<file path="config.mk">
export PLATFORM = sky130hd
export DESIGN_NAME = sld_scan_driver
export DESIGN_NICKNAME = d
export VERILOG_FILES = /design/src/common/sld_pkg.sv /design/src/rtl/sld_scan_div.sv /design/src/rtl/sld_scan_driver.sv
export SDC_FILE = /design/constraint.sdc
export NUM_CORES = 1
export LEC_CHECK = 0
export ABC_AREA = 1
export BUFFER_PORTS_ARGS = -buffer_cell sky130_fd_sc_hd__buf_2
export CAP_MARGIN = 20
export CORE_UTILIZATION = 38
export CTS_BUF_LIST = sky130_fd_sc_hd__clkbuf_16
export DETAILED_ROUTE_END_ITERATION = 10
export HOLD_SLACK_MARGIN = 0.06
export PLACE_DENSITY_LB_ADDON = 0.08
export SKIP_CTS_REPAIR_TIMING = 1
export SLEW_MARGIN = 5
export SYNTH_ARGS = -nofsm -noshare
export SYNTH_HDL_FRONTEND = slang
export SYNTH_SLANG_ARGS = --single-unit
</file>
<file path="constraint.sdc">
create_clock -name clk_i -period 5.9 [get_ports clk_i]
set_input_delay 0.59 -clock clk_i [delete_from_list [all_inputs] [get_ports clk_i]]
set_output_delay 0.59 -clock clk_i [all_outputs]
set_load 0.05 [all_outputs]
</file>
<file path="src/common/sld_pkg.sv">
/*
 * shared constants of the segment panel scan driver: register offsets,
 * field positions, reset values, level codes and clock divide figures.
 * assumes a 32-bit classic wishbone register port.
 */
package sld_pkg;
   // register byte offsets
   localparam logic [7:0] CTRL_OFS = 8'h00;
   localparam logic [7:0] CTRL1_OFS = 8'h04;
   localparam logic [7:0] STAT_OFS = 8'h08;
   localparam logic [7:0] IEN_OFS = 8'h0c;
   localparam logic [7:0] ICLR_OFS = 8'h10;
   localparam logic [7:0] DOT_OFS = 8'h20;
   // control and interrupt field positions
   localparam int EN_BIT = 0;
   localparam int TYPE_LSB = 1;
   localparam int BIAS_BIT = 3;
   localparam int MID_BIT = 5;
   localparam int UPPER_BIT = 6;
   localparam int DUTY_LSB = 8;
   localparam int SRC_BIT = 10;
   localparam int RATE_BIT = 11;
   localparam int DRIVE_LSB = 28;
   localparam int REF_LSB = 0;
   localparam int PUMP_LSB = 4;
   localparam int FRAME_BIT = 0;
   // reset values and writable masks
   localparam logic [31:0] CTRL_RST = 32'h1000_0302;
   localparam logic [31:0] CTRL_WMASK = 32'h3fff_ffff;
   localparam logic [31:0] CTRL1_RST = 32'h0000_0000;
   localparam logic [31:0] CTRL1_WMASK = 32'h0000_00f3;
   // supply structure codes
   localparam logic [1:0] TYPE_LADDER = 2'h0;
   localparam logic [1:0] TYPE_PUMP_A = 2'h1;
   localparam logic [1:0] TYPE_PUMP_B = 2'h2;
   // duty codes
   localparam logic [1:0] DUTY_HALF = 2'h1;
   localparam logic [1:0] DUTY_THIRD = 2'h2;
   localparam logic [1:0] DUTY_QUARTER = 2'h3;
   // pin drive level codes
   localparam logic [1:0] LVL_VSS = 2'h0;
   localparam logic [1:0] LVL_V2 = 2'h1;
   localparam logic [1:0] LVL_V3 = 2'h2;
   localparam logic [1:0] LVL_VLCD = 2'h3;
   // matrix and scan clock figures
   localparam int N_COM = 4;
   localparam int N_SEG = 32;
   localparam int N_LOW_SEG = 12;
   localparam int MID_TOP = 23;
   localparam int DIV_FAST = 64;
   localparam int DIV_SLOW = 128;
endpackage

</file>
<file path="src/rtl/sld_scan_div.sv">
/*
 * scan clock divider: picks one of two slow source tick streams and
 * divides it by 64 or 128 into a one-cycle scan tick.
 * assumes source ticks are one-cycle pulses synchronous to clk_i.
 */
`timescale 1ns/1ps
module sld_scan_div #(
   parameter int CNT_W = 7
) (
   input wire logic clk_i,
   input wire logic rst_i,
   input wire logic run_i,
   input wire logic src_sel_i,
   input wire logic div_sel_i,
   input wire logic int_tick_i,
   input wire logic ext_tick_i,
   output logic tick_o
);
   if ((2 ** CNT_W) < sld_pkg::DIV_SLOW) begin : g_bad_width
      $error("sld_scan_div: CNT_W too small");
   end

   logic [CNT_W-1:0] cnt_ff;
   logic src_tick;
   logic [CNT_W-1:0] last;

   assign src_tick = src_sel_i ? ext_tick_i : int_tick_i;
   assign last = div_sel_i ? CNT_W'(sld_pkg::DIV_SLOW - 1) : CNT_W'(sld_pkg::DIV_FAST - 1);

   // source select and 64/128 divide
   always_ff @(posedge clk_i) begin
      if (rst_i || !run_i) begin
         cnt_ff <= '0;
         tick_o <= 1'b0;
      end else begin
         tick_o <= 1'b0;
         if (src_tick) begin
            if (cnt_ff >= last) begin
               cnt_ff <= '0;
               tick_o <= 1'b1;
            end else begin
               cnt_ff <= cnt_ff + 1'b1;
            end
         end
      end
   end

   tick_spacing_a: assert property (@(posedge clk_i) disable iff (rst_i)
      tick_o |=> !tick_o)
      else $error("scan tick longer than one cycle");
endmodule

</file>
<file path="src/rtl/sld_scan_driver.sv">
/*
 * segment panel scan driver: wishbone registers, frame interrupt, pin
 * handover from gpio, common/segment scan sequencer and level coding.
 * assumes synchronous slow source ticks and a passive glass panel.
 */
// Chosen here: the placing of the registers and the Wishbone register port.
`timescale 1ns/1ps
module sld_scan_driver (
   input wire logic clk_i,
   input wire logic rst_i,
   input wire logic wb_cyc_i,
   input wire logic wb_stb_i,
   input wire logic wb_we_i,
   input wire logic [7:0] wb_adr_i,
   input wire logic [3:0] wb_sel_i,
   input wire logic [31:0] wb_dat_i,
   output logic [31:0] wb_dat_o,
   output logic wb_ack_o,
   output logic irq_o,
   input wire logic slow_int_tick_i,
   input wire logic slow_ext_tick_i,
   output logic scan_clock_o,
   output logic [3:0] common_line_lcd_o,
   output logic [31:0] segment_line_lcd_o,
   output logic bias_pins_lcd_o,
   output logic pump_cap_pins_lcd_o,
   output logic ladder_on_o,
   output logic pump_on_o,
   output logic [1:0] ladder_ref_o,
   output logic [3:0] pump_level_select_o,
   output logic half_bias_o,
   output logic [1:0] drive_strength_o,
   output logic [7:0] common_line_level_o,
   output logic [63:0] segment_line_level_o
);
   ////////////////////////////////////////////////////////////////////
   // functions
   function automatic logic [31:0] merge(input logic [31:0] old_v,
         input logic [31:0] new_v, input logic [3:0] sel, input logic [31:0] msk);
      logic [31:0] r;
      r = old_v;
      for (int b = 0; b < 4; b++) begin
         if (sel[b]) begin
            r[8*b +: 8] = new_v[8*b +: 8];
         end
      end
      return r & msk;
   endfunction

   // common level: selected drives outer rails, others the inner ones
   function automatic logic [1:0] com_lvl(input logic hit, input logic pol,
         input logic half);
      if (hit) begin
         return pol ? sld_pkg::LVL_VLCD : sld_pkg::LVL_VSS;
      end else if (half) begin
         return sld_pkg::LVL_V2;
      end
      return pol ? sld_pkg::LVL_V2 : sld_pkg::LVL_V3;
   endfunction

   function automatic logic [1:0] seg_lvl(input logic on, input logic pol,
         input logic half);
      if (on) begin
         return pol ? sld_pkg::LVL_VSS : sld_pkg::LVL_VLCD;
      end else if (half) begin
         return pol ? sld_pkg::LVL_VLCD : sld_pkg::LVL_VSS;
      end
      return pol ? sld_pkg::LVL_V3 : sld_pkg::LVL_V2;
   endfunction

   ////////////////////////////////////////////////////////////////////
   // register bus
   logic [31:0] ctrl_ff;
   logic [31:0] ctrl1_ff;
   logic [31:0] dot_ff [sld_pkg::N_COM];
   logic [0:0] stat_ff;
   logic [0:0] ien_ff;
   logic req;
   logic wr;
   logic frame_ev;
   logic clr_frame;

   assign req = wb_cyc_i && wb_stb_i && !wb_ack_o;
   assign wr = req && wb_we_i;
   assign clr_frame = wr && (wb_adr_i == sld_pkg::ICLR_OFS) && wb_sel_i[0]
      && wb_dat_i[sld_pkg::FRAME_BIT];

   always_ff @(posedge clk_i) begin
      if (rst_i) begin
         wb_ack_o <= 1'b0;
      end else begin
         wb_ack_o <= req;
      end
   end

   always_ff @(posedge clk_i) begin
      if (rst_i) begin
         ctrl_ff <= sld_pkg::CTRL_RST;
         ctrl1_ff <= sld_pkg::CTRL1_RST;
         ien_ff <= '0;
      end else if (wr) begin
         case (wb_adr_i)
            sld_pkg::CTRL_OFS: begin
               ctrl_ff <= merge(ctrl_ff, wb_dat_i, wb_sel_i, sld_pkg::CTRL_WMASK);
            end
            sld_pkg::CTRL1_OFS: begin
               ctrl1_ff <= merge(ctrl1_ff, wb_dat_i, wb_sel_i, sld_pkg::CTRL1_WMASK);
            end
            sld_pkg::IEN_OFS: begin
               if (wb_sel_i[0]) begin
                  ien_ff <= wb_dat_i[0:0];
               end
            end
            default: begin
            end
         endcase
      end
   end

   // one dot word per common, bit n is segment n
   always_ff @(posedge clk_i) begin
      if (rst_i) begin
         for (int c = 0; c < sld_pkg::N_COM; c++) begin
            dot_ff[c] <= '0;
         end
      end else if (wr) begin
         for (int c = 0; c < sld_pkg::N_COM; c++) begin
            if (wb_adr_i == sld_pkg::DOT_OFS + 8'(4 * c)) begin
               dot_ff[c] <= merge(dot_ff[c], wb_dat_i, wb_sel_i, 32'hffff_ffff);
            end
         end
      end
   end

   always_ff @(posedge clk_i) begin
      if (rst_i) begin
         wb_dat_o <= '0;
      end else if (req && !wb_we_i) begin
         case (wb_adr_i)
            sld_pkg::CTRL_OFS: wb_dat_o <= ctrl_ff;
            sld_pkg::CTRL1_OFS: wb_dat_o <= ctrl1_ff;
            sld_pkg::STAT_OFS: wb_dat_o <= {31'h0, stat_ff};
            sld_pkg::IEN_OFS: wb_dat_o <= {31'h0, ien_ff};
            sld_pkg::DOT_OFS: wb_dat_o <= dot_ff[0];
            sld_pkg::DOT_OFS + 8'h04: wb_dat_o <= dot_ff[1];
            sld_pkg::DOT_OFS + 8'h08: wb_dat_o <= dot_ff[2];
            sld_pkg::DOT_OFS + 8'h0c: wb_dat_o <= dot_ff[3];
            default: wb_dat_o <= '0;
         endcase
      end
   end

   ////////////////////////////////////////////////////////////////////
   // frame interrupt
   // set wins over a clear in the same cycle
   always_ff @(posedge clk_i) begin
      if (rst_i) begin
         stat_ff <= '0;
      end else if (frame_ev) begin
         stat_ff <= 1'b1;
      end else if (clr_frame) begin
         stat_ff <= 1'b0;
      end
   end

   always_ff @(posedge clk_i) begin
      if (rst_i) begin
         irq_o <= 1'b0;
      end else begin
         irq_o <= |(stat_ff & ien_ff);
      end
   end

   ////////////////////////////////////////////////////////////////////
   // control decode
   logic en;
   logic [1:0] typ;
   logic [1:0] duty;
   logic ladder;
   logic pump;
   logic run;
   logic half;
   logic [1:0] last_com;

   assign en = ctrl_ff[sld_pkg::EN_BIT];
   assign typ = ctrl_ff[sld_pkg::TYPE_LSB +: 2];
   assign duty = ctrl_ff[sld_pkg::DUTY_LSB +: 2];
   assign half = ctrl_ff[sld_pkg::BIAS_BIT];
   assign ladder = en && (typ == sld_pkg::TYPE_LADDER);
   assign pump = en && (typ == sld_pkg::TYPE_PUMP_A || typ == sld_pkg::TYPE_PUMP_B);
   // reserved duty code or supply type keeps the sequencer idle
   assign run = (ladder || pump) && (duty != 2'h0);
   assign last_com = duty;

   ////////////////////////////////////////////////////////////////////
   // scan clock and sequencer
   logic tick;

   sld_scan_div u_div (
      .clk_i(clk_i),
      .rst_i(rst_i),
      .run_i(run),
      .src_sel_i(ctrl_ff[sld_pkg::SRC_BIT]),
      .div_sel_i(ctrl_ff[sld_pkg::RATE_BIT]),
      .int_tick_i(slow_int_tick_i),
      .ext_tick_i(slow_ext_tick_i),
      .tick_o(tick)
   );

   always_ff @(posedge clk_i) begin
      if (rst_i) begin
         scan_clock_o <= 1'b0;
      end else begin
         scan_clock_o <= tick;
      end
   end

   typedef enum logic [0:0] {SLD_IDLE, SLD_SCAN} sld_state_t;
   sld_state_t state_ff;
   logic [1:0] com_ff;
   logic pol_ff;

   // frame ends after duty+1 scan ticks
   assign frame_ev = (state_ff == SLD_SCAN) && tick && (com_ff == last_com);

   always_ff @(posedge clk_i) begin
      if (rst_i || !run) begin
         state_ff <= SLD_IDLE;
         com_ff <= '0;
         pol_ff <= 1'b0;
      end else begin
         case (state_ff)
            SLD_IDLE: begin
               state_ff <= SLD_SCAN;
            end
            SLD_SCAN: begin
               // duty shrunk under a live scan: restart the frame
               if (com_ff > last_com) begin
                  com_ff <= '0;
               end else if (tick) begin
                  if (com_ff >= last_com) begin
                     com_ff <= '0;
                     pol_ff <= !pol_ff;
                  end else begin
                     com_ff <= com_ff + 1'b1;
                  end
               end
            end
            default: begin
               state_ff <= SLD_IDLE;
            end
         endcase
      end
   end

   ////////////////////////////////////////////////////////////////////
   // pin handover and supply controls
   always_ff @(posedge clk_i) begin
      if (rst_i) begin
         common_line_lcd_o <= '0;
         segment_line_lcd_o <= '0;
         bias_pins_lcd_o <= 1'b0;
         pump_cap_pins_lcd_o <= 1'b0;
         ladder_on_o <= 1'b0;
         pump_on_o <= 1'b0;
      end else begin
         for (int c = 0; c < sld_pkg::N_COM; c++) begin
            // ladder follows duty, pump takes all four
            common_line_lcd_o[c] <= pump || (ladder && (duty != 2'h0)
               && (2'(c) <= last_com));
         end
         for (int s = 0; s < sld_pkg::N_SEG; s++) begin
            if (s < sld_pkg::N_LOW_SEG) begin
               segment_line_lcd_o[s] <= ladder || pump;
            end else if (s <= sld_pkg::MID_TOP) begin
               segment_line_lcd_o[s] <= (ladder || pump)
                  && ctrl_ff[sld_pkg::MID_BIT];
            end else begin
               segment_line_lcd_o[s] <= (ladder || pump)
                  && ctrl_ff[sld_pkg::UPPER_BIT];
            end
         end
         bias_pins_lcd_o <= ladder || pump;
         pump_cap_pins_lcd_o <= pump;
         ladder_on_o <= ladder;
         pump_on_o <= pump;
      end
   end

   always_ff @(posedge clk_i) begin
      if (rst_i) begin
         ladder_ref_o <= '0;
         pump_level_select_o <= '0;
         half_bias_o <= 1'b0;
         drive_strength_o <= '0;
      end else begin
         ladder_ref_o <= ctrl1_ff[sld_pkg::REF_LSB +: 2];
         pump_level_select_o <= ctrl1_ff[sld_pkg::PUMP_LSB +: 4];
         half_bias_o <= half;
         drive_strength_o <= ctrl_ff[sld_pkg::DRIVE_LSB +: 2];
      end
   end

   ////////////////////////////////////////////////////////////////////
   // drive level coding
   logic [7:0] nxt_com_lvl;
   logic [63:0] nxt_seg_lvl;
   genvar gc;
   genvar gs;
   generate
      for (gc = 0; gc < sld_pkg::N_COM; gc++) begin : g_com
         assign nxt_com_lvl[2*gc +: 2] = (2'(gc) > last_com) ? sld_pkg::LVL_VSS
            : com_lvl(com_ff == 2'(gc), pol_ff, half);
      end
      for (gs = 0; gs < sld_pkg::N_SEG; gs++) begin : g_seg
         assign nxt_seg_lvl[2*gs +: 2] = seg_lvl(dot_ff[com_ff][gs], pol_ff, half);
      end
   endgenerate

   // one process owns all level flops
   always_ff @(posedge clk_i) begin
      if (rst_i || state_ff != SLD_SCAN) begin
         common_line_level_o <= '0;
         segment_line_level_o <= '0;
      end else begin
         common_line_level_o <= nxt_com_lvl;
         segment_line_level_o <= nxt_seg_lvl;
      end
   end

   ////////////////////////////////////////////////////////////////////
   // checks
   ack_release_a: assert property (@(posedge clk_i) disable iff (rst_i)
      wb_ack_o |=> !wb_ack_o)
      else $error("ack held longer than one cycle");

   frame_flag_a: assert property (@(posedge clk_i) disable iff (rst_i)
      frame_ev |=> stat_ff[0] ##1 (irq_o == $past(ien_ff[0])))
      else $error("frame event not latched");

   irq_level_a: assert property (@(posedge clk_i) disable iff (rst_i)
      (stat_ff[0] && ien_ff[0]) |=> irq_o)
      else $error("enabled flag did not raise irq");

   frame_wrap_a: assert property (@(posedge clk_i) disable iff (rst_i)
      frame_ev && run |=> com_ff == 2'h0 && pol_ff != $past(pol_ff))
      else $error("frame did not wrap to first common");

   com_bound_a: assert property (@(posedge clk_i) disable iff (rst_i)
      state_ff == SLD_SCAN && $stable(duty) |-> com_ff <= last_com)
      else $error("common index beyond duty");

   off_pins_a: assert property (@(posedge clk_i) disable iff (rst_i)
      !en ##1 !en |-> common_line_lcd_o == 4'h0 && segment_line_lcd_o == 32'h0)
      else $error("pins still lcd while disabled");

   mid_group_a: assert property (@(posedge clk_i) disable iff (rst_i)
      !ctrl_ff[sld_pkg::MID_BIT] |=> segment_line_lcd_o[23:12] == 12'h0)
      else $error("middle segments handed without enable");

   upper_group_a: assert property (@(posedge clk_i) disable iff (rst_i)
      !ctrl_ff[sld_pkg::UPPER_BIT] |=> segment_line_lcd_o[31:24] == 8'h0)
      else $error("upper segments handed without enable");

   pump_pins_a: assert property (@(posedge clk_i) disable iff (rst_i)
      pump |=> pump_cap_pins_lcd_o && common_line_lcd_o == 4'hf && bias_pins_lcd_o)
      else $error("pump type pins not handed over");

   ladder_com_a: assert property (@(posedge clk_i) disable iff (rst_i)
      ladder && duty == sld_pkg::DUTY_HALF |=> common_line_lcd_o == 4'h3
      && !pump_cap_pins_lcd_o)
      else $error("ladder commons wrong for half duty");

   frame_cov: cover property (@(posedge clk_i) disable iff (rst_i) frame_ev);
   clr_race_cov: cover property (@(posedge clk_i) disable iff (rst_i)
      frame_ev && clr_frame);
   third_duty_cov: cover property (@(posedge clk_i) disable iff (rst_i)
      frame_ev && duty == sld_pkg::DUTY_THIRD);
   irq_cov: cover property (@(posedge clk_i) disable iff (rst_i) $rose(irq_o));
endmodule

</file>
==> results of run 1 <==
==> metal layers <==
layer  up-vias  GRT usage, %  part of all wire (%)
met5         -             0                     0
met4         0         5.662                   1.9
met3        61         3.515                   7.0
met2       399         33.43                    42
met1      5120         33.41                    49
li1       5467             -                     -
==> cell usage after synthesis (2+ instances only) <==
library cell,number
a211oi_1,2
a21oi_1,78
buf_2,40
buf_4,40
buf_6,5
clkbuf_1,32
dfxtp_1,177
edfxtp_1,128
ha_1,9
inv_1,158
inv_2,5
nand2_1,390
nand2_2,2
nand3_1,156
nand4_1,3
nor2_1,204
nor2_2,9
nor2_4,6
nor2_8,4
nor3_1,7
o211ai_1,4
o21ai_0,81
o21ai_1,29
o21bai_1,2
xnor2_1,2
xor2_1,34
==> worst min path at each step <==
stage	depth (start not counted)	from	endpoint	slack, ns
after floorplan	2	ctrl_ff[29]	drive_strength_o[1]	0.42
after global placement	2	ctrl_ff[29]	drive_strength_o[1]	0.43
after detailed placement	2	ctrl_ff[29]	drive_strength_o[1]	0.44
after CTS	3	wb_dat_i[28]	ctrl_ff[28]	0.32
after global routing	3	wb_dat_i[9]	ctrl_ff[9]	0.35
final	3	wb_dat_i[9]	ctrl_ff[9]	0.34
==> logic make-up (layout without fill, tap and decap cells) <==
group / Yosys count / in the layout / synth area share (%)
buffers and inverters: 281 / 462 / 9.595
multiplexers: 1 / 1 / 0.07417
adder cells (fa/ha/maj): 9 / 9 / 0.8344
AO/OA/AOI/OAI: 200 / 200 / 7.648
AND/OR/NAND/NOR: 788 / 788 / 24.78
flip-flops: 305 / 305 / 54.73
XOR/XNOR: 36 / 36 / 2.336
==> metrics by stage <==
| step | hold WS [ns] | cell area (µm²) | instances | utilization (%) |
|---|---|---|---|---|
| finish | 0.3364 | 15690 | 2256 | 45.19 |
| detailed placement | 0.4385 | 14570 | 2182 | 41.98 |
| global placement | 0.4345 | 14570 | 2182 | 41.98 |
| floorplan | 0.4164 | 13500 | 1620 | - |
| global route | 0.3458 | 15690 | 2256 | 45.19 |
| CTS | 0.3213 | 15630 | 2244 | 45.02 |
==> flip-flops by register name (all words and copies together) (netlist names), 2 cells and up, named ones only <==
| signal | cells |
|---|---|
| common_line_lcd_o | 4 |
| dot_ff | 128 |
| pump_level_select_o | 4 |
| u_div.cnt_ff | 7 |
| common_line_level_o | 8 |
| com_ff | 2 |
| segment_line_lcd_o | 3 |
| segment_line_level_o | 64 |
| ctrl_ff | 30 |
| ctrl1_ff | 6 |
| drive_strength_o | 2 |
| wb_dat_o | 32 |
| ladder_ref_o | 2 |
==> tightest hold or removal path: cells and delay by family <==
family	cells	cell delay [ns]
AND/OR/NAND/NOR	1	0.05
AO/OA/AOI/OAI	1	0.06
buffers and inverters	1	0.10
==> cell type report <==
| cell class | count | area (µm²) | share of cell area (%) |
|---|---|---|---|
| clock buffers | 37 | 925.9 | 5.902 |
| flip-flops and latches | 305 | 7388 | 47.10 |
| clock inverters | 25 | 130.1 | 0.8295 |
| repair buffers | 236 | 1226 | 7.816 |
| inverters | 164 | 618.1 | 3.940 |
| well taps | 455 | 569.3 | 3.629 |
| multi-input cells | 1034 | 4830 | 30.79 |
==> power breakdown <==
| part | leakage (µW) | switching [µW] | internal [µW] |
|---|---|---|---|
| clock network | 0.000573 | 862 | 1170 |
| registers | 0.00272 | 22.1 | 2230 |
| logic | 0.00414 | 125 | 40.4 |
==> flow_summary.ini, run 1 <==
[detailed_routing]
antenna_left = 0
wl_um = 40250
routedWlPerCell_um = 17.84
drt_iter0_drc = 1015
vias = 11050
drc = 0
avgViaCountPerCell = 4.897
drt_first_pass_iters = 6

[worst_setup_path]
cp.required_ns = 6.12
crit_type = in2reg
r2r_slack_ns = 3.21
crit_path_frequent_cell = buf_4
r2r_cells = 9
cp_slowest_cell = o21ai_0
cp-startpoint = wb_adr_i[7]
cp_num_buf_inv = 4
path_max_fanout = 22
critPathMaxStageDelay_ns = 0.58
endpoint = dot_ff[2][22]
reg2reg_to = segment_line_level_o[58]
path_cells = buf_2 > nor2_4 > nand3_4 > nor2_2 > buf_4 > nand2_1 > buf_4 > o21ai_0 > clkbuf_2
arrival_ns = 3.12
endpoint_kind = flip-flop
start_kind = primary input
cp_num_cells = 9
crit_family = buffers and inverters

[clocking]
clockRootBuffer = clkbuf_16
clock-sinks = 305
clkLatencyLatePin_ns = 0.52
cts_buffers = 36
max-clock-path-buffers = 3
path_clk_slew_ns = 0.06
h-tree-depth = 2
cts_tree = built

[power]
p_total_uw = 4450
leakage_uw = 0.007436
powerDensity_nw_per_um2 = 283.7
peakVddDrop_mv = 0.1970

[sta]
slew_violations = 0
fmax_mhz = 344.5
fin_tns_setup_ns = 0
relSlewSlack_pct = 30.35
setup_viol = 0
worstMarginPinSlew_ns = 1.042
fin_crit_sh_pct = 49.20
layout_min_cycle_time_ns = 2.903
rsz0062_at_grt = false
hold_viol = 0
worst_slack_ns = 2.997
worst_clock_skew_ns = 0.01928

[outcome]
outcome = finished clean

[logic_synthesis]
synth.distinct_cells = 39
ys_async_sr_fraction_pct = 0
avgSynthCellArea_um2 = 8.331
synthCells = 1620
syn_nets = 1680
synth_area_leaders = edfxtp_1 (28%), dfxtp_1 (26%), nand2_1 (11%)
ys_warn_count = 0
synth_edf_count = 128
yosysTopAreaCellShare_pct = 28.48
synth_top_area_cell = edfxtp_1
ys.flop_type = dfxtp_1
synth-seq-area-share_pct = 54.73
synth_area_um2 = 13500
synth-seq-cells = 305

[floorplanning]
start_util_pct = 38.88
die_w_um = 190.5
row_count = 68
ios = 207
die_h_um = 190.5
dieArea_um2 = 36280
coreArea_um2 = 34710

[hold_path]
hold_class = in2reg

[global_route]
grt_start_max_net_pins = 65
gr-usage-all-layers_pct = 22.38
first_global_vias = 10480
grt_pass1_wl_um = 61470
antenna_found_initial = 0
overflow = 0

[final_layout]
num_antenna_cells = 0
drive_gt1_share_pct = 17.43
fillCellCount = 3511
layout_common_cells = nand2_1 (389), buf_2 (214), nor2_1 (203), dfxtp_1 (176), inv_1 (172)
area_delta_synth_final_pct = 16.23
layout_commonest_cell = nand2_1
final_net_count = 1837

[place]
pre_cts_ws_ns = 2.213
place_congestion = 0.8132
io_buffer_count = 206
dp_hpwl_um = 26510

[run]
cap_violations = 0
No activity file was read; power rests on OpenSTA's default activity.
==> inputs of run 2 (changes only) <==
clock period = 2.53 ns   (was 5.9 ns; I/O delays follow)
==> flow_summary.ini, run 2 (synthesized netlist as in run 1, its figures left out) <==
[sta]
setup_viol = 0
fin_tns_setup_ns = 0
slew_violations = 0
worst_clock_skew_ns = 0.01023
hold_viol = 0
worstMarginPinSlew_ns = 0.6417
relSlewSlack_pct = 57.17
fmax_mhz = 535.4
layout_min_cycle_time_ns = 1.868
rsz0062_at_grt = false
fin_crit_sh_pct = 73.83

[worst_setup_path]
cp_slowest_cell = dfxtp_1
start_kind = flip-flop
r2r_cells = 8
path_max_fanout = 5
crit_type = reg2reg
path_cells = inv_1 > ha_1 > inv_1 > o21bai_1 > nand2_1 > a21oi_1 > o21ai_0 > a21oi_1
arrival_ns = 2.30
critPathMaxStageDelay_ns = 0.41
r2r_slack_ns = 0.66
cp.required_ns = 2.96
endpoint_kind = flip-flop
crit_family = compound AO/OA/AOI/OAI gates
reg2reg_from = ctrl_ff[9]
cp_num_buf_inv = 2

[clocking]
path_clk_slew_ns = 0.06
clockRootBuffer = clkbuf_16
cts_buffers = 36
clkLatencyLatePin_ns = 0.51
max-clock-path-buffers = 3
clock-sinks = 305
cts_tree = built
h-tree-depth = 2

[global_route]
overflow = 0
first_global_vias = 10460
antenna_found_initial = 0
gr-usage-all-layers_pct = 22.34
grt_start_max_net_pins = 65
grt_pass1_wl_um = 61080

[floorplanning]
die_h_um = 190.5
row_count = 68
start_util_pct = 38.88
dieArea_um2 = 36280
ios = 207
die_w_um = 190.5
coreArea_um2 = 34710

[detailed_routing]
antenna_left = 0
drc = 0
vias = 11080
routedWlPerCell_um = 17.67
drt_first_pass_iters = 5
avgViaCountPerCell = 4.850
wl_um = 40390
drt_iter0_drc = 664

[power]
pwr-share-clk_pct = 46.4
pwr-share-comb_pct = 3.9
peakVddDrop_mv = 0.3853
p_int_uw = 8245
switching_share_pct = 21.85
seqPwrFrac_pct = 49.7
netSwitchingPower_uw = 2305
leakage_uw = 0.007615
powerDensity_nw_per_um2 = 658.5
p_total_uw = 10550

[run]
cap_violations = 0

[final_layout]
reg_top3 = dot_ff x128, segment_line_level_o x64, wb_dat_o x32
final_net_count = 1865
layout_common_cells = nand2_1 (390), buf_2 (206), nor2_1 (203), dfxtp_1 (176), inv_1 (171)
area_delta_synth_final_pct = 18.71
layout_commonest_cell = nand2_1
top_register = dot_ff
drive_gt1_share_pct = 18.52
num_antenna_cells = 0
largest_reg_flops = 128

[hold_path]
hold_start = wb_dat_i[6]
whs_path_depth = 3
hold_class = in2reg
hold_end = ctrl1_ff[6]

[place]
dp_hpwl_um = 27560
place_congestion = 0.8350
io_buffer_count = 206

[outcome]
outcome = finished clean
[run 2: routing by layer]
| metal | wire, µm | track usage (%) | share of wire (%) | up-vias |
|---|---|---|---|---|
| met5 | 0 | 0 | 0 | - |
| met4 | 871 | 6.154 | 2.2 | 0 |
| met3 | 2478 | 3.404 | 6.1 | 57 |
| met2 | 17800 | 34.46 | 44 | 343 |
| met1 | 19230 | 32.33 | 48 | 5158 |
| li1 | - | - | - | 5525 |
[run 2: worst max path at each step]
stage / start / endpoint / slack (ns) / cells after the start
floorplan: wb_ack_o / dot_ff[0][10] / 0.38 / 5
global placement: wb_adr_i[0] / dot_ff[3][14] / 0.65 / 9
detailed placement: wb_adr_i[1] / dot_ff[0][10] / 0.62 / 7
CTS: ctrl_ff[9] / flip-flop / 0.69 / 8
global route: ctrl_ff[9] / flip-flop / 0.57 / 8
finish: ctrl_ff[9] / flip-flop / 0.66 / 8
[run 2: layout make-up]
cell class	count	area (µm²)
multi-input cells	1034	4822
well taps	455	569.3
clock inverters	26	181.4
repair buffers	264	1516
flip-flops and latches	305	7388
fillers	3504	18690
clock buffers	37	925.9
inverters	164	618.1
[run 2: metrics by stage]
step	hold WS, ns	worst slack [ns]	utilization (%)	cell area [µm²]	cells
after CTS	-0.03288	0.6866	46.01	15970	2280
after global routing	0.06128	0.5668	46.15	16020	2285
after floorplan	0.3393	0.3801	-	13500	1620
after global placement	0.4377	0.6473	42.82	14860	2217
final	0.04075	0.6622	46.15	16020	2285
after detailed placement	0.4412	0.6191	42.82	14860	2217
[run 2: power groups by stage]
stage	Clock [µW]	Combinational [µW]	Sequential [µW]
after detailed placement	0	403	5350
final	4900	407	5250
after floorplan	0	202	5340
after global placement	0	399	5350
after CTS	5020	404	5250
after global routing	5220	443	5250
[run 2: worst min-delay path, stage by stage]
cell and delay [ns]:
buf_2 0.09, o21ai_0 0.08, a21oi_1 0.10
